`src/include/depo_pkg.sv`:
```
`default_nettype none
package depo_pkg;
    // Register byte offsets
    localparam logic [7:0] DEPO_OFS_NUM    = 8'h00;
    localparam logic [7:0] DEPO_OFS_DEN    = 8'h04;
    localparam logic [7:0] DEPO_OFS_SEL    = 8'h08;
    localparam logic [7:0] DEPO_OFS_RES    = 8'h0C;
    localparam logic [7:0] DEPO_OFS_STAT   = 8'h10;
    // Select register fields
    localparam int DEPO_SEL_BINV = 0;
    localparam int DEPO_SEL_SRC  = 1;
    // Reset values
    localparam logic [15:0] DEPO_NUM_RST = 16'h0001;
    localparam logic [15:0] DEPO_DEN_RST = 16'h0001;
    localparam logic [15:0] DEPO_RES_RST = 16'h2710;
    // AXI responses
    localparam logic [1:0] DEPO_RESP_OK  = 2'b00;
    localparam logic [1:0] DEPO_RESP_ERR = 2'b10;
    // Output edge rate limit after four-times count
    localparam int DEPO_CLK_MHZ      = 250;
    localparam int DEPO_MAX_EDGE_KPPS = 4000;
    // Least spacing between output edges, rounded up
    localparam int DEPO_STEP_CYC = (DEPO_CLK_MHZ * 1000 + DEPO_MAX_EDGE_KPPS - 1) / DEPO_MAX_EDGE_KPPS;
    localparam int DEPO_DIV_STEPS = 32;
    // Ratio check engine states
    typedef enum logic [0:0] {
        DEPO_CHK_IDLE = 1'b0,
        DEPO_CHK_RUN  = 1'b1
    } depo_chk_t;
    // Software configuration
    typedef struct packed {
        logic [15:0] numerator;
        logic [15:0] denominator;
        logic [15:0] resolution;
        logic        b_invert;
        logic        src_scale;
    } depo_cfg_t;
    // One quadrature input group
    typedef struct packed {
        logic a;
        logic b;
        logic z;
    } depo_quad_t;
endpackage
`default_nettype wire

```
`src/rtl/depo_top.sv`:
```
// Notes on behaviour
// - Quadrature output from encoder or scale
// - Output count scaled by numerator over denominator, ratios above one held to one
// - Select B inversion and pulse source
// - Output edge rate capped at 4 Mpps
// - Multiple of four, encoder source: Z aligned with A
// - Otherwise Z narrow, as wide as the source Z pulse
// - Z also on single-ended output
`default_nettype none
module depo_top
    import depo_pkg::*;
(
    input  wire logic        ref_clk,
    input  wire logic        rst_b,
    input  wire logic        enc_a,
    input  wire logic        enc_b,
    input  wire logic        enc_z,
    input  wire logic        scale_a,
    input  wire logic        scale_b,
    input  wire logic        scale_z,
    output logic             phase_a_out_pos,
    output logic             phase_a_out_neg,
    output logic             phase_b_out_pos,
    output logic             phase_b_out_neg,
    output logic             index_out_pos,
    output logic             index_out_neg,
    output logic             index_out_single_o,
    output logic             index_out_single_oe,
    input  wire logic [7:0]  s_axi_awaddr,
    input  wire logic        s_axi_awvalid,
    output logic             s_axi_awready,
    input  wire logic [31:0] s_axi_wdata,
    input  wire logic [3:0]  s_axi_wstrb,
    input  wire logic        s_axi_wvalid,
    output logic             s_axi_wready,
    output logic [1:0]       s_axi_bresp,
    output logic             s_axi_bvalid,
    input  wire logic        s_axi_bready,
    input  wire logic [7:0]  s_axi_araddr,
    input  wire logic        s_axi_arvalid,
    output logic             s_axi_arready,
    output logic [31:0]      s_axi_rdata,
    output logic [1:0]       s_axi_rresp,
    output logic             s_axi_rvalid,
    input  wire logic        s_axi_rready
);
    // Quadrature phase code to count position
    function automatic logic [1:0] depo_pos(input logic a, input logic b);
        depo_pos = {b, a ^ b};
    endfunction

    logic [1:0]  rst_sync_reg;   // Reset release chain
    logic        rst_n;          // Synchronised reset
    depo_quad_t  enc_s1_reg;     // Encoder first stage
    depo_quad_t  enc_s2_reg;     // Encoder second stage
    depo_quad_t  scl_s1_reg;     // Scale first stage
    depo_quad_t  scl_s2_reg;     // Scale second stage
    depo_quad_t  src;            // Selected source
    logic [1:0]  in_pos_reg;     // Last input position
    logic [1:0]  in_delta;       // Input position change
    logic        fwd_edge;       // Forward input edge
    logic        rev_edge;       // Reverse input edge
    logic        z_last_reg;     // Previous source Z
    depo_cfg_t   cfg_reg;        // Configuration
    logic signed [17:0] acc_reg;  // Ratio accumulator
    logic signed [17:0] acc_next; // Accumulator next value
    logic signed [7:0]  pend_reg; // Output steps owed
    logic        add_fwd;        // Ratio emits forward step
    logic        add_rev;        // Ratio emits reverse step
    logic [6:0]  pace_reg;       // Cycles since last output edge
    logic        step_fire;      // Output edge this cycle
    logic [1:0]  out_pos_reg;    // Output position
    logic        z_pend_reg;     // Index owed to aligned output
    logic        z_out_reg;      // Index output state
    logic        z_seen_reg;     // At least one index seen
    depo_chk_t   chk_reg;        // Ratio check state
    logic [31:0] dvd_reg;        // Dividend shift register
    logic [18:0] rem_reg;        // Partial remainder
    logic [18:0] rem_sh;         // Shifted remainder
    logic [5:0]  chk_cnt_reg;    // Division step count
    logic        aligned_reg;    // Product over denominator is multiple of four
    logic        chk_start;      // Numerator, denominator or resolution written
    logic        chk_go_reg;     // Check start, settings in place
    logic        aw_hold_reg;    // Write address held
    logic        w_hold_reg;     // Write data held
    logic [7:0]  aw_addr_reg;    // Held write address
    logic [31:0] w_data_reg;     // Held write data
    logic [3:0]  w_strb_reg;     // Held strobes
    logic        wr_go;          // Both halves present
    logic        wr_hit;         // Write address mapped

    // Reset release through two flops
    always_ff @(posedge ref_clk or negedge rst_b)
    begin
        if (!rst_b)
            rst_sync_reg <= 2'b00;
        else
            rst_sync_reg <= {rst_sync_reg[0], 1'b1};
    end
    assign rst_n = rst_sync_reg[1];

    // Pin synchronisers
    always_ff @(posedge ref_clk or negedge rst_n)
    begin
        if (!rst_n)
        begin
            enc_s1_reg <= '0;
            enc_s2_reg <= '0;
            scl_s1_reg <= '0;
            scl_s2_reg <= '0;
        end
        else
        begin
            enc_s1_reg <= '{a: enc_a, b: enc_b, z: enc_z};
            enc_s2_reg <= enc_s1_reg;
            scl_s1_reg <= '{a: scale_a, b: scale_b, z: scale_z};
            scl_s2_reg <= scl_s1_reg;
        end
    end

    // Source choice and edge decode
    assign src      = cfg_reg.src_scale ? scl_s2_reg : enc_s2_reg;
    assign in_delta = depo_pos(src.a, src.b) - in_pos_reg;
    assign fwd_edge = (in_delta == 2'd1);
    assign rev_edge = (in_delta == 2'd3);

    // Input position and Z history
    always_ff @(posedge ref_clk or negedge rst_n)
    begin
        if (!rst_n)
        begin
            in_pos_reg <= 2'd0;
            z_last_reg <= 1'b0;
        end
        else
        begin
            in_pos_reg <= depo_pos(src.a, src.b);
            z_last_reg <= src.z;
        end
    end

    // Ratio accumulator, at most one output step per input edge
    always_comb
    begin
        acc_next = acc_reg;
        add_fwd  = 1'b0;
        add_rev  = 1'b0;
        if (fwd_edge)
        begin
            acc_next = acc_reg + $signed({2'b00, cfg_reg.numerator});
            if (acc_next >= $signed({2'b00, cfg_reg.denominator}))
            begin
                acc_next = acc_next - $signed({2'b00, cfg_reg.denominator});
                add_fwd  = 1'b1;
                // Ratio above one: clip, so the sum cannot run away
                if (acc_next >= $signed({2'b00, cfg_reg.denominator}))
                    acc_next = $signed({2'b00, cfg_reg.denominator}) - 18'sd1;
            end
        end
        else if (rev_edge)
        begin
            acc_next = acc_reg - $signed({2'b00, cfg_reg.numerator});
            if (acc_next <= -$signed({2'b00, cfg_reg.denominator}))
            begin
                acc_next = acc_next + $signed({2'b00, cfg_reg.denominator});
                add_rev  = 1'b1;
                // Same clip going backwards
                if (acc_next <= -$signed({2'b00, cfg_reg.denominator}))
                    acc_next = 18'sd1 - $signed({2'b00, cfg_reg.denominator});
            end
        end
    end

    always_ff @(posedge ref_clk or negedge rst_n)
    begin
        if (!rst_n)
            acc_reg <= '0;
        else if (chk_start)
            acc_reg <= '0;
        else
            acc_reg <= acc_next;
    end

    // Output edge pacing
    assign step_fire = (pend_reg != 8'sd0) && (pace_reg >= 7'(DEPO_STEP_CYC));

    always_ff @(posedge ref_clk or negedge rst_n)
    begin
        if (!rst_n)
            pace_reg <= 7'd0;
        else if (step_fire)
            pace_reg <= 7'd1;
        else if (pace_reg < 7'(DEPO_STEP_CYC))
            pace_reg <= pace_reg + 7'd1;
    end

    // Owed steps, saturating
    always_ff @(posedge ref_clk or negedge rst_n)
    begin
        if (!rst_n)
            pend_reg <= 8'sd0;
        else
        begin
            case ({add_fwd, add_rev, step_fire})
                3'b100:  pend_reg <= (pend_reg == 8'sd127) ? pend_reg : pend_reg + 8'sd1;
                3'b010:  pend_reg <= (pend_reg == -8'sd128) ? pend_reg : pend_reg - 8'sd1;
                3'b001:  pend_reg <= (pend_reg > 8'sd0) ? pend_reg - 8'sd1 : pend_reg + 8'sd1;
                3'b101:  pend_reg <= (pend_reg > 8'sd0) ? pend_reg : pend_reg + 8'sd2;
                3'b011:  pend_reg <= (pend_reg > 8'sd0) ? pend_reg - 8'sd2 : pend_reg;
                default: pend_reg <= pend_reg;
            endcase
        end
    end

    // Output quadrature position, sign of debt sets direction
    always_ff @(posedge ref_clk or negedge rst_n)
    begin
        if (!rst_n)
            out_pos_reg <= 2'd0;
        else if (step_fire)
            out_pos_reg <= (pend_reg > 8'sd0) ? out_pos_reg + 2'd1 : out_pos_reg - 2'd1;
    end

    // Index generation
    always_ff @(posedge ref_clk or negedge rst_n)
    begin
        if (!rst_n)
        begin
            z_pend_reg <= 1'b0;
            z_out_reg  <= 1'b0;
            z_seen_reg <= 1'b0;
        end
        else
        begin
            if (src.z && !z_last_reg)
                z_seen_reg <= 1'b1;
            if (aligned_reg && !cfg_reg.src_scale)
            begin
                // Aligned: index spans the quarter where A rises
                if (step_fire)
                begin
                    z_out_reg <= z_pend_reg && (out_pos_reg + 2'd1 == 2'd1) && (pend_reg > 8'sd0);
                    if (z_pend_reg && (out_pos_reg + 2'd1 == 2'd1) && (pend_reg > 8'sd0))
                        z_pend_reg <= 1'b0;
                end
                // A new index wins over the clear in the same cycle
                if (src.z && !z_last_reg)
                    z_pend_reg <= 1'b1;
            end
            else
            begin
                // Narrow: index follows source Z directly
                z_pend_reg <= 1'b0;
                z_out_reg  <= src.z;
            end
        end
    end

    // Differential and single-ended drive
    assign phase_a_out_pos     = out_pos_reg[1] ^ out_pos_reg[0];
    assign phase_a_out_neg     = ~phase_a_out_pos;
    assign phase_b_out_pos     = out_pos_reg[1] ^ cfg_reg.b_invert;
    assign phase_b_out_neg     = ~phase_b_out_pos;
    assign index_out_pos       = z_out_reg;
    assign index_out_neg       = ~z_out_reg;
    assign index_out_single_o  = 1'b0;
    assign index_out_single_oe = z_out_reg;

    // Start one cycle after the write, once the new settings stand
    always_ff @(posedge ref_clk or negedge rst_n)
    begin
        if (!rst_n)
            chk_go_reg <= 1'b0;
        else
            chk_go_reg <= chk_start;
    end

    // Multiple-of-four check: resolution*num mod 4*den
    assign rem_sh = {rem_reg[17:0], dvd_reg[31]};

    always_ff @(posedge ref_clk or negedge rst_n)
    begin
        if (!rst_n)
        begin
            chk_reg     <= DEPO_CHK_IDLE;
            dvd_reg     <= '0;
            rem_reg     <= '0;
            chk_cnt_reg <= 6'd0;
            aligned_reg <= 1'b0;
        end
        else
        begin
            case (chk_reg)
                DEPO_CHK_IDLE:
                begin
                    // Wait for a settings change
                    chk_reg <= DEPO_CHK_IDLE;
                end
                DEPO_CHK_RUN:
                begin
                    dvd_reg <= {dvd_reg[30:0], 1'b0};
                    if (rem_sh >= {1'b0, cfg_reg.denominator, 2'b00})
                        rem_reg <= rem_sh - {1'b0, cfg_reg.denominator, 2'b00};
                    else
                        rem_reg <= rem_sh;
                    chk_cnt_reg <= chk_cnt_reg + 6'd1;
                    if (chk_cnt_reg == 6'(DEPO_DIV_STEPS))
                    begin
                        chk_reg     <= DEPO_CHK_IDLE;
                        aligned_reg <= (rem_reg == '0) && (cfg_reg.denominator != '0);
                    end
                end
                default: chk_reg <= DEPO_CHK_IDLE;
            endcase
            // Fresh settings: start over, even in mid-run
            if (chk_go_reg)
            begin
                chk_reg     <= DEPO_CHK_RUN;
                dvd_reg     <= {16'h0000, cfg_reg.resolution} * {16'h0000, cfg_reg.numerator};
                rem_reg     <= '0;
                chk_cnt_reg <= 6'd0;
            end
        end
    end

    // AXI4-Lite write side
    assign wr_go         = aw_hold_reg && w_hold_reg && !s_axi_bvalid;
    assign wr_hit        = (aw_addr_reg <= DEPO_OFS_STAT) && (aw_addr_reg[1:0] == 2'b00);
    assign s_axi_awready = !aw_hold_reg && !s_axi_bvalid;
    assign s_axi_wready  = !w_hold_reg && !s_axi_bvalid;
    assign chk_start     = wr_go && wr_hit && (aw_addr_reg != DEPO_OFS_SEL) && (aw_addr_reg != DEPO_OFS_STAT);

    always_ff @(posedge ref_clk or negedge rst_n)
    begin
        if (!rst_n)
        begin
            aw_hold_reg  <= 1'b0;
            w_hold_reg   <= 1'b0;
            aw_addr_reg  <= '0;
            w_data_reg   <= '0;
            w_strb_reg   <= '0;
            s_axi_bvalid <= 1'b0;
            s_axi_bresp  <= DEPO_RESP_OK;
        end
        else
        begin
            if (s_axi_awvalid && s_axi_awready)
            begin
                aw_hold_reg <= 1'b1;
                aw_addr_reg <= s_axi_awaddr;
            end
            if (s_axi_wvalid && s_axi_wready)
            begin
                w_hold_reg <= 1'b1;
                w_data_reg <= s_axi_wdata;
                w_strb_reg <= s_axi_wstrb;
            end
            if (wr_go)
            begin
                aw_hold_reg  <= 1'b0;
                w_hold_reg   <= 1'b0;
                s_axi_bvalid <= 1'b1;
                s_axi_bresp  <= (wr_hit && aw_addr_reg != DEPO_OFS_STAT) ? DEPO_RESP_OK : DEPO_RESP_ERR;
            end
            else if (s_axi_bvalid && s_axi_bready)
                s_axi_bvalid <= 1'b0;
        end
    end

    // Configuration registers with byte strobes
    always_ff @(posedge ref_clk or negedge rst_n)
    begin
        if (!rst_n)
            cfg_reg <= '{numerator: DEPO_NUM_RST, denominator: DEPO_DEN_RST,
                         resolution: DEPO_RES_RST, b_invert: 1'b0, src_scale: 1'b0};
        else if (wr_go && wr_hit)
        begin
            case (aw_addr_reg)
                DEPO_OFS_NUM:
                begin
                    if (w_strb_reg[0]) cfg_reg.numerator[7:0]  <= w_data_reg[7:0];
                    if (w_strb_reg[1]) cfg_reg.numerator[15:8] <= w_data_reg[15:8];
                end
                DEPO_OFS_DEN:
                begin
                    if (w_strb_reg[0]) cfg_reg.denominator[7:0]  <= w_data_reg[7:0];
                    if (w_strb_reg[1]) cfg_reg.denominator[15:8] <= w_data_reg[15:8];
                end
                DEPO_OFS_RES:
                begin
                    if (w_strb_reg[0]) cfg_reg.resolution[7:0]  <= w_data_reg[7:0];
                    if (w_strb_reg[1]) cfg_reg.resolution[15:8] <= w_data_reg[15:8];
                end
                DEPO_OFS_SEL:
                begin
                    if (w_strb_reg[0])
                    begin
                        cfg_reg.b_invert  <= w_data_reg[DEPO_SEL_BINV];
                        cfg_reg.src_scale <= w_data_reg[DEPO_SEL_SRC];
                    end
                end
                default: cfg_reg <= cfg_reg;
            endcase
        end
    end

    // AXI4-Lite read side
    assign s_axi_arready = !s_axi_rvalid;

    always_ff @(posedge ref_clk or negedge rst_n)
    begin
        if (!rst_n)
        begin
            s_axi_rvalid <= 1'b0;
            s_axi_rdata  <= '0;
            s_axi_rresp  <= DEPO_RESP_OK;
        end
        else if (s_axi_arvalid && s_axi_arready)
        begin
            s_axi_rvalid <= 1'b1;
            s_axi_rresp  <= DEPO_RESP_OK;
            case (s_axi_araddr)
                DEPO_OFS_NUM:  s_axi_rdata <= {16'h0000, cfg_reg.numerator};
                DEPO_OFS_DEN:  s_axi_rdata <= {16'h0000, cfg_reg.denominator};
                DEPO_OFS_SEL:  s_axi_rdata <= {30'h0000_0000, cfg_reg.src_scale, cfg_reg.b_invert};
                DEPO_OFS_RES:  s_axi_rdata <= {16'h0000, cfg_reg.resolution};
                DEPO_OFS_STAT: s_axi_rdata <= {16'h0000, pend_reg, 5'h00, z_seen_reg,
                                              chk_reg == DEPO_CHK_RUN, aligned_reg};
                default:
                begin
                    s_axi_rdata <= '0;
                    s_axi_rresp <= DEPO_RESP_ERR;
                end
            endcase
        end
        else if (s_axi_rvalid && s_axi_rready)
            s_axi_rvalid <= 1'b0;
    end
endmodule
`default_nettype wire

```
`config.mk`:
```
export PLATFORM = sky130hd
export DESIGN_NAME = depo_top
export DESIGN_NICKNAME = d
export VERILOG_FILES = /design/src/include/depo_pkg.sv /design/src/rtl/depo_top.sv
export SDC_FILE = /design/constraint.sdc
export NUM_CORES = 1
export LEC_CHECK = 0
export ABC_CLOCK_PERIOD_IN_PS = 8900
export BUFFER_PORTS_ARGS = -buffer_cell sky130_fd_sc_hd__buf_2
export CAP_MARGIN = 20
export CORE_AREA = 2 2 291 293
export DETAILED_ROUTE_END_ITERATION = 8
export DIE_AREA = 0 0 293 295
export PLACE_DENSITY = 0.49
export SLEW_MARGIN = 20
export SYNTH_ARGS = -nofsm -noshare
export SYNTH_HDL_FRONTEND = slang
export SYNTH_SLANG_ARGS = --single-unit
export TNS_END_PERCENT = 1
```
`constraint.sdc`:
```
create_clock -name ref_clk -period 8.9 [get_ports ref_clk]
set_input_delay 0 -clock ref_clk [delete_from_list [all_inputs] [get_ports ref_clk]]
set_output_delay 0 -clock ref_clk [all_outputs]
set_load 0.1 [all_outputs]
```
==> Word-level counts from Yosys, hierarchy flattened <==
Index checks and enable logic that the tools add are counted.
Widths: inputs -> output; s select.
{ "word_totals": {"ff_bits": 231, "latchBits": 0, "ram_bits": 0, "romBits": 0, "inputBits": 65, "mem_count": 0} }
{ "op_classes": {"addsub": 17, "mul": 1, "div": 0, "order_cmp": 9, "n_eq_ne": 27, "shift": 0, "muxes": 49, "bitwise_logic": 7, "reduce_logical": 51} }
{ "op_table": {"columns": ["operator", "count"], "rows": [
  ["$mux 18", 7],
  ["$pmux 16 s5", 1],
  ["$mux 32", 2],
  ["$mux 19", 3],
  ["$mux 8", 5],
  ["$pmux 8 s5", 1],
  ["$add 18x17->18", 2],
  ["$ge 18x17->1", 2],
  ["$le 18x18->1", 2],
  ["$sub 18x17->18", 2],
  ["$eq 8x4->1 const B", 4],
  ["$mul 16x16->32", 1],
  ["$mux 1", 21],
  ["$reduce_and 3->1", 7],
  ["$logic_and 1x1->1", 20],
  ["$ge 19x18->1", 1],
  ["$logic_not 19->1", 1],
  ["$sub 19x18->19", 1],
  ["$neg 16->18", 1],
  ["$sub 1x16->17 const A", 1],
  ["$sub 16x1->17 const B", 1],
  ["$eq 8x3->1 const B", 2],
  ["$eq 8x8->1 const B", 2],
  ["$logic_not 8->1", 2],
  ["other kinds (42)", 69]
]} }

==> Longest topological paths before layout <==
Gate-level depths: netlist of run 1.
{ "depth": {"ltp_word": 9, "depth_mapped": 33, "depth_no_buf": 29} }

==> Worst setup path after synthesis of run 1 <==
OpenSTA, ideal clock, no wires.
{ "synth_path": {"path_kind": "register -> register", "startpoint": "register cfg_reg[10] (netlist bit)", "endpoint": "register dvd_reg[28]", "arrival_time_ps": 6533, "t_required_ps": 8752, "path_slack_ps": 2218, "path_stages_with_launch": 26, "period_less_slack_ps": 6682, "cell_sequence": "dfstp_2 clkbuf_1 clkbuf_1 nand2_1 fa_1 inv_1 fa_1 inv_1 fa_1 inv_1 fa_1 inv_1 fa_1 inv_1 fa_1 ha_1 and3_1 a31o_2 a21oi_1 o21ai_0 a31oi_1 o21bai_1 a41oi_1 a21boi_0 nor4b_1 a311oi_1"} }
{ "synth_via": {"elab_chain_cells": 2} }
{ "synth_rtl": {"columns": ["item", "line_no", "rtl"], "rows": [
  ["from (decl)", "depo_top.sv:64", "depo_cfg_t cfg_reg;"],
  ["from (signal assigned)", "depo_top.sv:374", "cfg_reg <= '{numerator: DEPO_NUM_RST, denominator: DEPO_DEN_RST,"],
  ["from (signal assigned)", "depo_top.sv:402", "default: cfg_reg <= cfg_reg;"],
  ["$mul 16x16->32", "depo_top.sv:319", "dvd_reg <= {16'h0000, cfg_reg.resolution} * {16'h0000, cfg_reg.numerator};"],
  ["$mux 32", "depo_top.sv:316", "if (chk_go_reg)"],
  ["to (signal assigned)", "depo_top.sv:301", "dvd_reg <= {dvd_reg[30:0], 1'b0};"],
  ["to (signal assigned)", "depo_top.sv:319", null],
  ["to (decl)", "depo_top.sv:77", "logic [31:0] dvd_reg;"]
]} }
No other way between the ends.
A chain may end at the register's enable or synchronous reset.

==> Worst setup path in the final report of run 1 <==
{ "layout_path": {"startpoint": "register cfg_reg[40] (netlist bit)", "endpoint": "register pend_reg[6]"} }
{ "layout_via": {"elab_chain_cells": 8} }
{ "layout_rtl": {"columns": ["item", "line_no", "rtl"], "rows": [
  ["$sub 18x17->18", "depo_top.sv:162", "acc_next = acc_reg - $signed({2'b00, cfg_reg.numerator});"],
  ["$le 18x18->1", "depo_top.sv:163", "if (acc_next <= -$signed({2'b00, cfg_reg.denominator}))"],
  ["$mux 1", "depo_top.sv:163", null],
  ["$mux 1", "depo_top.sv:160", "else if (rev_edge)"],
  ["$mux 1", "depo_top.sv:148", "if (fwd_edge)"],
  ["$eq 3x2->1, or another cell as far along", "depo_top.sv:204", "case ({add_fwd, add_rev, step_fire})"],
  ["$reduce_bool 5->1 (no source line) / $ne 2x2->1 (equally long branches)", null, null],
  ["$reduce_and 5->1 (no source line)", null, null],
  ["to (signal assigned)", "depo_top.sv:205", "3'b100: pend_reg <= (pend_reg == 8'sd127) ? pend_reg : pend_reg + 8'sd1;"],
  ["to (signal assigned)", "depo_top.sv:206", "3'b010: pend_reg <= (pend_reg == -8'sd128) ? pend_reg : pend_reg - 8'sd1;"],
  ["to (signal assigned)", "depo_top.sv:207", "3'b001: pend_reg <= (pend_reg > 8'sd0) ? pend_reg - 8'sd1 : pend_reg + 8'sd1;"],
  ["to (decl)", "depo_top.sv:67", "logic signed [7:0] pend_reg;"]
]} }
Parallel ways exist; a longest one is shown, timed or not.

==> impl_metrics.csv, run 1 <==
group,metric,value,unit
run_status,status,"finished clean",
grt,grt_max_degree,68,
placed_design,dp_hpwl,57.3,mm
die,die_area,86400,sq um
sta,hold_violations,0,
sta,fin_worst_skew,0.0163,ns
synthesis,yosysTopAreaCellShare,0.208,
power,p_switching,4.09,mW
route,drt_iter0_markers,1309,
route,via_per_inst,5.05,
synthesis,async_flop_share,1.00,
placed_design,dp.cells,3870,
cells_and_area,diodes,0,
synthesis,synth_cell_types,96,
cells_and_area,largest_register_ffs,50,
setup_path,slowest_delay,0.97,ns
setup_path,worstSetupEndpointType,"flop",
die,io_pins,114,
sta,finalMaxSlewViolations,0,
die,row_count,106,
grt,grt_use_met1,0.247,
synthesis,yosys_warnings,0,
cts,clockBufferDepth,3,
sta,tightest_slew,1.11,ns
power,sw_frac_of_total,0.511,
flow_run,drv_cap,0,
cells_and_area,syn2layout_area_growth,10.9,%
grt,busiest_layer,"met2",
grt,antenna_found_initial,3,
cts,clk_latency,0.58,ns
grt,overflow,0,
setup_path,cp.arrival,8.17,ns
route,vias,20000,
cells_and_area,drive_above_1_share,0.0930,
power,ir_drop,0.000322,V
power,clockPowerShare,0.141,
sta,relSlewSlack,0.257,
die,coreArea,83200,sq um
sta,setup_violations,0,
die,die_w,293,um
worst_hold_path,hp-class,"in -> reg",
route,drt_first_pass_iters,6,
sta,period_needed,7.67,ns
synthesis,yosysSeqAreaShare,0.216,
synthesis,synth_cells,2821,
power,power_frac_comb,0.649,
sta,fin_crit_sh,0.862,
die,die_h,295,um
cts,path_clk_slew,0.06,ns
setup_path,critPathKind,"reg -> reg",
cells_and_area,final_nets,3376,
synthesis,yosys_register_bits,213,
placed_design,io_buffers,76,
die,start_util,0.298,
power,p_leak,13.0,nW
cts,h-tree-depth,1,
cts,cts_tree,"built",
sta,fmax,0.130,GHz
route,ant_nets,0,
grt,grt_pass1_wl,116,mm
synthesis,synth_edf_count,0,
grt,first_global_vias,19800,
power,sequentialPowerShare,0.211,
setup_path,cp_max_fo,20,
cells_and_area,layout_common_cells,"nand2_1, inv_1, ha_1, dfrtp_1, fa_1",
synthesis,netlist_area,24800,sq um
synthesis,synth_area_leaders,"dfrtp_1, fa_1, ha_1, nand2_1, inv_1",
setup_path,cp_top_family,"compound AO/OA/AOI/OAI gates",
route,wirelength,74.2,mm
cells_and_area,final_common_cell,"nand2_1",
cts,cts-buffers-inserted,27,
cts,clockRootBuffer,"clkbuf_16",
power,power_density,291,nW/um^2
synthesis,avgSynthCellArea,8.78,sq um
power,p_int,3.91,mW
route,wl_per_cell,18.7,um
grt,grt_use_total,0.172,
setup_path,worstSetupStartpointType,"flop",
cts,cts_setup_buffers,0,
synthesis,yosys.area.top_type,"dfrtp_1",
cells_and_area,final_cells,3963,
cts,cts.sinks,213,
grt,use_met3,0.0248,
sta,tns,0,ns
setup_path,cp.required,9.40,ns
route,drc,0,
setup_path,critPathSlowestCell,"dfrtp_1",
placed_design,routabilityCongestion,0.886,
synthesis,synth_top_flop_cell,"dfrtp_1",
sta,rsz0062_at_grt,"false",
setup_path,cp_num_buf_inv,2,
grt,gr-usage-met2,0.270,
[layer usage]
layer / part of all wire / vias to the layer above
met1: 0.48 / 9856
met5: 0.00046 / -
li1: - / 9611
met3: 0.048 / 100
met4: 0.025 / 4
met2: 0.44 / 446
[cell usage after synthesis (all sizes together) (12+ instances only)]
library cell  instances
clkbuf              113
nor4                 14
o21bai               16
ha                  249
a21o                 51
xor2                 42
nor3                 52
nor2b                28
inv                 313
fa                  200
and3                 14
nand3                45
o211ai               13
nand4                15
o21a                 19
mux2                 66
nand2               339
o31ai                13
a22o                 12
mux2i                56
dfrtp               206
o21ai               147
and2                 97
buf                  45
a211oi               39
nand2b               15
a21oi               142
a31oi                23
or3                  16
xnor2               104
nor2                161
[power by group through the flow]
stage / sequential, mW / clock, mW / combinational [mW]
after detailed placement: 1.70 / 0 / 5.11
after floorplan: 1.44 / 0 / 4.01
after global routing: 1.72 / 1.20 / 5.79
after CTS: 1.69 / 1.17 / 5.15
after global placement: 1.70 / 0 / 5.11
final: 1.69 / 1.13 / 5.19
[stage by stage]
step | util | total power [mW] | setup slack (ns) | instance area [sq um] | hold slack, ns
finish | 0.330 | 8.00 | 1.23 | 27500 | 0.0738
global route | 0.330 | 8.72 | 0.521 | 27500 | 0.0481
global placement | 0.314 | 6.81 | 1.38 | 26100 | -0.210
detailed placement | 0.314 | 6.81 | 1.34 | 26100 | -0.209
CTS | 0.330 | 8.01 | 1.30 | 27500 | 0.0216
floorplan | - | 5.45 | 2.22 | 24800 | -0.296
[cells by family after synthesis]
logic type | count (synthesis) | share of synthesized area
adders and majority gates | 449 | 0.287
buffers and inverters | 471 | 0.0757
and+or+nand+nor | 829 | 0.159
other | 2 | 0.000303
DFF | 213 | 0.216
xor gates and xnor gates | 146 | 0.0530
muxes | 122 | 0.0526
AOI/OAI and AO/OA | 589 | 0.157
[what timing repair did]
item,CTS,global route
endpoints found under the hold margin,55,0
resized for setup,0,0
hold buffers,43,0
[final cells by class]
class                      count  area, sq um
clock inverter                13          134
sequential                   213         5350
timing repair buffer         152         1060
tap                         1080         1350
clock buffer                  37          753
fill                        8726        55700
multi-input combinational   2155        17600
inverter                     313         1170
[worst register-to-register path: cells and delay by family (launching register included)]
family | cells | cell delay (ns)
compound gates | 16 | 3.24
flops | 1 | 0.97
simple gates | 6 | 1.54
fa+ha+maj | 3 | 1.11
xor+xnor | 2 | 0.54
buf+inv | 2 | 0.21
[final timing paths]
path	from	end	slack (ns)	cells after the start
setup / recovery	cfg_reg[40]	pend_reg[6]	1.23	29
hold / removal	enc_z	enc_s1_reg[0]	0.07	2
setup reg to reg	cfg_reg[40]	pend_reg[6]	1.23	29
hold reg to reg	scl_s1_reg[0]	scl_s2_reg[0]	0.35	0
max in group asynchronous	rst_sync_reg[1]	s_axi_rdata[0]	7.05	1
min in group asynchronous	rst_b	rst_sync_reg[1]	0.28	3
(Power assumes the default switching activity.)
==> run 2: changes to the inputs <==
--- a/config.mk
+++ b/config.mk
@@ -5,13 +5,13 @@
 export SDC_FILE = /design/constraint.sdc
 export NUM_CORES = 1
 export LEC_CHECK = 0
-export ABC_CLOCK_PERIOD_IN_PS = 8900
+export ABC_CLOCK_PERIOD_IN_PS = 9000
 export BUFFER_PORTS_ARGS = -buffer_cell sky130_fd_sc_hd__buf_2
 export CAP_MARGIN = 20
 export CORE_AREA = 2 2 291 293
 export DETAILED_ROUTE_END_ITERATION = 8
 export DIE_AREA = 0 0 293 295
-export PLACE_DENSITY = 0.49
+export PLACE_DENSITY = 0.54
 export SLEW_MARGIN = 20
 export SYNTH_ARGS = -nofsm -noshare
 export SYNTH_HDL_FRONTEND = slang
==> constraint.sdc (replaced) <==
create_clock -name ref_clk -period 9 [get_ports ref_clk]
set_input_delay 0 -clock ref_clk [delete_from_list [all_inputs] [get_ports ref_clk]]
set_output_delay 0 -clock ref_clk [all_outputs]
set_load 0.1 [all_outputs]
==> impl_metrics.csv, run 2 (synthesis results as in run 1) <==
group,metric,value,unit
setup_path,cp_common_cell,"a21oi_1",
power,p_int,3.98,mW
cells_and_area,final_common_cell,"nand2_1",
route,drc,0,
grt,grt_use_total,0.165,
cells_and_area,fillers,8689,
power,sequentialPowerShare,0.206,
route,ant_nets,0,
cells_and_area,syn2layout_area_growth,11.2,%
route,drt_iter0_markers,1350,
sta,worst_hold_slack,0.0386,ns
sta,finalMaxSlewViolations,0,
sta,hold_violations,0,
flow_run,drv_cap,0,
die,start_util,0.298,
cells_and_area,multi_input_area,17600,sq um
route,wirelength,71.3,mm
sta,rsz0062_at_grt,"false",
setup_path,worstSetupEndpointType,"flop",
die,die_w,293,um
cells_and_area,final_nets,3376,
die,row_count,106,
cts,clockRootBuffer,"clkbuf_16",
die,die_h,295,um
sta,setup_violations,0,
power,p_leak,13.0,nW
placed_design,io_buffers,76,
cts,clockBufferDepth,3,
setup_path,critPathKind,"reg -> reg",
setup_path,worstSetupStartpointType,"flop",
cts,cts-buffers-inserted,27,
cts,clk_latency,0.60,ns
grt,grt_pass1_wl,113,mm
power,sw_frac_of_total,0.501,
route,drt_first_pass_iters,6,
run_status,status,"finished clean",
die,die_area,86400,sq um
cells_and_area,diodes,0,
sta,fin_worst_skew,0.0170,ns
cells_and_area,regArea,5350,sq um
setup_path,critPathSlowestCell,"dfrtp_1",
sta,fin_crit_sh,0.872,
power,power_frac_comb,0.643,
route,wl_per_cell,18.0,um
placed_design,dp_hpwl,55.4,mm
setup_path,slowest_delay,0.95,ns
cts,cts_tree,"built",
grt,first_global_vias,19400,
setup_path,cp_max_fo,22,
sta,period_needed,7.85,ns
setup_path,cp.required,9.51,ns
sta,tightest_slew,1.09,ns
cts,cts.sinks,213,
power,ir_drop,0.000234,V
cts,path_clk_slew,0.07,ns
cts,post_cts_resized,0,
power,power_density,290,nW/um^2
sta,fmax,0.127,GHz
cts,holdBufCountCts,44,
grt,antenna_found_initial,0,
placed_design,routabilityCongestion,0.873,
grt,grt_max_degree,76,
route,via_per_inst,5.06,
grt,overflow,0,
die,coreArea,83200,sq um
sta,relSlewSlack,0.261,
die,io_pins,114,
power,clockPowerShare,0.151,
sta,tns,0,ns
power,p_switching,4.00,mW
setup_path,cp.arrival,8.36,ns
cells_and_area,drive_above_1_share,0.0919,
worst_hold_path,hp-class,"in -> reg",
cts,cts_setup_buffers,0,
cells_and_area,largest_register_ffs,50,
route,vias,20000,
cts,h-tree-depth,1,
cells_and_area,layout_common_cells,"nand2_1, inv_1, ha_1, dfrtp_1, fa_1",
-- run 2: cell types whose count changed in the layout (fill, tap and decap cells not counted), sizes merged --
cell	previous run	this run
dlygate4sd3	43	44
clkinvlp	3	2
clkbuf	37	36
buf	109	108
clkinv	7	6
bufinv	2	5
-- run 2: path summary, 6_finish.rpt --
| check | slack [ns] | startpoint | to | depth (start not counted) |
|---|---|---|---|---|
| max reg2reg | 1.15 | cfg_reg[38] | acc_reg[5] | 26 |
| max in group asynchronous | 6.92 | rst_sync_reg[1] | dvd_reg[22] | 2 |
| min reg2reg | 0.31 | rst_sync_reg[1] | aw_hold_reg | 0 |
| min in group asynchronous | 0.26 | rst_b | rst_sync_reg[1] | 3 |
| max | 1.15 | cfg_reg[38] | acc_reg[5] | 26 |
| min | 0.04 | scale_z | scl_s1_reg[0] | 2 |
-- run 2: area by class of cell --
cell class	instances	area share
tap	1080	0.0490
sequential	213	0.194
multi-input combinational	2155	0.640
timing repair buffer	152	0.0386
inverter	313	0.0426
clock buffer	36	0.0272
clock inverter	14	0.00795
-- run 2: critical path, delay by kind of cell (launching register included) --
kind	cells	cell delay, ns
AO/OA/AOI/OAI	16	4.17
adder cells (fa/ha/maj)	3	1.14
flip-flops	1	0.95
AND/OR/NAND/NOR	4	0.86
XOR/XNOR	2	0.51
buffers and inverters	1	0.10
-- run 2: power by group through the flow --
stage	Combinational, mW	Sequential [mW]	Clock, mW
finish	5.14	1.65	1.20
global route	5.70	1.69	1.28
CTS	5.07	1.65	1.24
detailed placement	5.02	1.66	0
global placement	5.01	1.66	0
floorplan	3.97	1.42	0
-- run 2: stage by stage --
step	worst slack [ns]	instances	area (sq um)	power [mW]	util
floorplan	2.32	2839	24800	5.39	-
global placement	1.50	3869	26100	6.67	0.314
detailed placement	1.46	3869	26100	6.69	0.314
CTS	1.41	3963	27500	7.96	0.331
global route	0.623	3963	27600	8.67	0.331
finish	1.15	3963	27600	7.99	0.331
-- run 2: layer usage --
| metal | GRT usage | wire [um] | part of all wire | vias up |
|---|---|---|---|---|
| met2 | 0.261 | 31900 | 0.45 | 465 |
| met5 | 0 | 0 | 0 | - |
| met4 | 0.0375 | 1360 | 0.019 | 0 |
| met1 | 0.242 | 34600 | 0.48 | 9854 |
| li1 | - | - | - | 9644 |
| met3 | 0.0171 | 3460 | 0.049 | 72 |
==> run 3: changes to the inputs <==
--- a/config.mk
+++ b/config.mk
@@ -5,13 +5,14 @@
 export SDC_FILE = /design/constraint.sdc
 export NUM_CORES = 1
 export LEC_CHECK = 0
-export ABC_CLOCK_PERIOD_IN_PS = 9000
+export ABC_CLOCK_PERIOD_IN_PS = 7500
 export BUFFER_PORTS_ARGS = -buffer_cell sky130_fd_sc_hd__buf_2
 export CAP_MARGIN = 20
 export CORE_AREA = 2 2 291 293
 export DETAILED_ROUTE_END_ITERATION = 8
 export DIE_AREA = 0 0 293 295
 export PLACE_DENSITY = 0.54
+export SETUP_SLACK_MARGIN = 0.3
 export SLEW_MARGIN = 20
 export SYNTH_ARGS = -nofsm -noshare
 export SYNTH_HDL_FRONTEND = slang
==> constraint.sdc (replaced) <==
create_clock -name ref_clk -period 7.5 [get_ports ref_clk]
set_input_delay 0 -clock ref_clk [delete_from_list [all_inputs] [get_ports ref_clk]]
set_output_delay 0 -clock ref_clk [all_outputs]
set_load 0.1 [all_outputs]
==> impl_metrics.csv, run 3 (synthesis results as in run 1) <==
group,metric,value,unit
run_status,status,"finished clean",
sta,finalMaxSlewViolations,0,
cells_and_area,syn2layout_area_growth,12.4,%
cells_and_area,fillers,8722,
grt,grt_pass1_wl,115,mm
sta,fin_crit_sh,0.905,
die,die_w,293,um
cts,cts_tree,"built",
setup_path,cp_common_cell,"fa_1",
setup_path,rr_startpoint,"cfg_reg[7]",
die,start_util,0.298,
sta,fmax,0.147,GHz
cts,cts-buffers-inserted,29,
cts,path_clk_slew,0.06,ns
setup_path,timing.reg2reg.setup_slack,0.71,ns
cells_and_area,diodes,0,
grt,grt_use_total,0.169,
cts,h-tree-depth,1,
grt,grt_max_degree,68,
sta,rsz0062_at_grt,"true",
sta,fin_worst_skew,0.0176,ns
route,via_per_inst,5.05,
setup_path,critPathSlowestCell,"dfrtp_1",
setup_path,slowest_delay,0.62,ns
route,drt_iter0_markers,1455,
die,row_count,106,
sta,tns,0,ns
cells_and_area,layout_common_cells,"nand2_1, inv_1, ha_1, fa_1, dfrtp_1",
die,die_area,86400,sq um
flow_run,drv_cap,0,
die,die_h,295,um
cells_and_area,multi_input_area,17700,sq um
cells_and_area,final_cells,4001,
sta,setup_violations,0,
cells_and_area,drive_above_1_share,0.107,
route,ant_nets,0,
power,p_leak,13.2,nW
placed_design,dp.cells,3905,
route,wl_per_cell,18.2,um
power,power_density,349,nW/um^2
grt,antenna_found_initial,3,
setup_path,critPathKind,"reg -> reg",
setup_path,worstSetupStartpointType,"flop",
cells_and_area,regArea,5350,sq um
worst_hold_path,worstHoldEndpoint,"scl_s1_reg[0]",
route,drt_first_pass_iters,6,
power,ir_drop,0.000268,V
setup_path,worstSetupEndpointType,"flop",
die,coreArea,83200,sq um
sta,hold_violations,0,
worst_hold_path,hp-start,"scale_z",
cells_and_area,final_nets,3413,
cts,cts.sinks,213,
cells_and_area,final_cell_area,27900,sq um
sta,period_needed,6.79,ns
route,vias,20200,
cells_and_area,final_common_cell,"nand2_1",
grt,overflow,0,
cts,clk_latency,0.60,ns
worst_hold_path,hp-class,"in -> reg",
placed_design,io_buffers,76,
grt,first_global_vias,19800,
setup_path,r2r-end,"dvd_reg[31]",
worst_hold_path,hold_path_depth,2,
placed_design,placed_cell_area,26400,sq um
sta,relSlewSlack,0.291,
route,drc,0,
placed_design,routabilityCongestion,0.930,
setup_path,cp.required,7.97,ns
route,wirelength,72.6,mm
setup_path,cp_cell_sequence,"buf_4 > nand2_1 > fa_1 > inv_1 > fa_1 > inv_1 > fa_1 > inv_1 > fa_1 > inv_1 > fa_1 > inv_1 > fa_1 > ha_1 > nand2_1 > a21o_1 > o211ai_1 > nand3_1 > a21boi_0 > a41oi_1 > a21oi_1 > xnor2_1 > mux2i_1",
cts,clockRootBuffer,"clkbuf_16",
placed_design,dp_hpwl,58.0,mm
setup_path,cp.arrival,7.25,ns
setup_path,cp_max_fo,11,
die,io_pins,114,
setup_path,r2r_cells,23,
cts,clockBufferDepth,3,
sta,tightest_slew,1.06,ns
cells_and_area,largest_register_ffs,50,
-- run 3: critical path, delay by kind of cell, from the launching register on --
kind            cells  cell delay, ns
simple gates        3            0.41
buf+inv             6            0.57
fa+ha+maj           7            3.57
xor+xnor            1            0.14
mux                 1            0.08
flops               1            0.62
compound gates      5            1.25
-- run 3: per-layer routing --
metal,GRT usage,part of all wire,vias up
li1,-,-,9697
met3,0.0266,0.058,85
met4,0.0429,0.025,4
met5,0,0.00047,-
met1,0.242,0.48,9913
met2,0.263,0.44,496
-- run 3: worst max-delay path by stage --
stage                     start  cells past startpoint          end  slack, ns
floorplan           cfg_reg[10]                     25  dvd_reg[28]       0.82
global placement    cfg_reg[40]                     23  dvd_reg[28]       0.64
detailed placement  cfg_reg[40]                     26  acc_reg[14]       0.61
CTS                 cfg_reg[40]                     31  pend_reg[6]       0.58
global route         cfg_reg[7]                     23  dvd_reg[31]       0.30
finish               cfg_reg[7]                     23  dvd_reg[31]       0.71
-- run 3: what timing repair did --
item | 4_1_cts | 5_1_grt
endpoints found under the setup margin | 0 | 22
hold buffers | 43 | 0
hold endpoints to repair | 43 | 0
resized for setup | 0 | 8
buffers inserted | 0 | 0
-- run 3: area by class of cell --
type                            count  area share
Multi-Input combinational cell   2155       0.634
Inverter                          313      0.0422
Clock buffer                       38      0.0294
Clock inverter                     15     0.00566
Tap cell                         1080      0.0485
Timing Repair Buffer              187      0.0479
Sequential cell                   213       0.192
-- run 3: metrics by stage --
stage	hold slack, ns	worst slack [ns]	utilization	total power, mW
2_1_floorplan	-0.296	0.818	-	6.47
3_3_place_gp	-0.214	0.643	0.318	8.13
3_5_place_dp	-0.214	0.612	0.318	8.16
4_1_cts	0.0142	0.579	0.335	9.66
5_1_grt	0.0403	0.296	0.335	10.5
6_report	0.0472	0.715	0.335	9.71
-- run 3: power by group --
part / internal (mW) / switching, mW / leakage [nW] / total, mW
Sequential: 1.43 / 0.542 / 2.62 / 1.98
Combinational: 2.56 / 3.75 / 10.1 / 6.31
Clock: 0.840 / 0.581 / 0.471 / 1.42
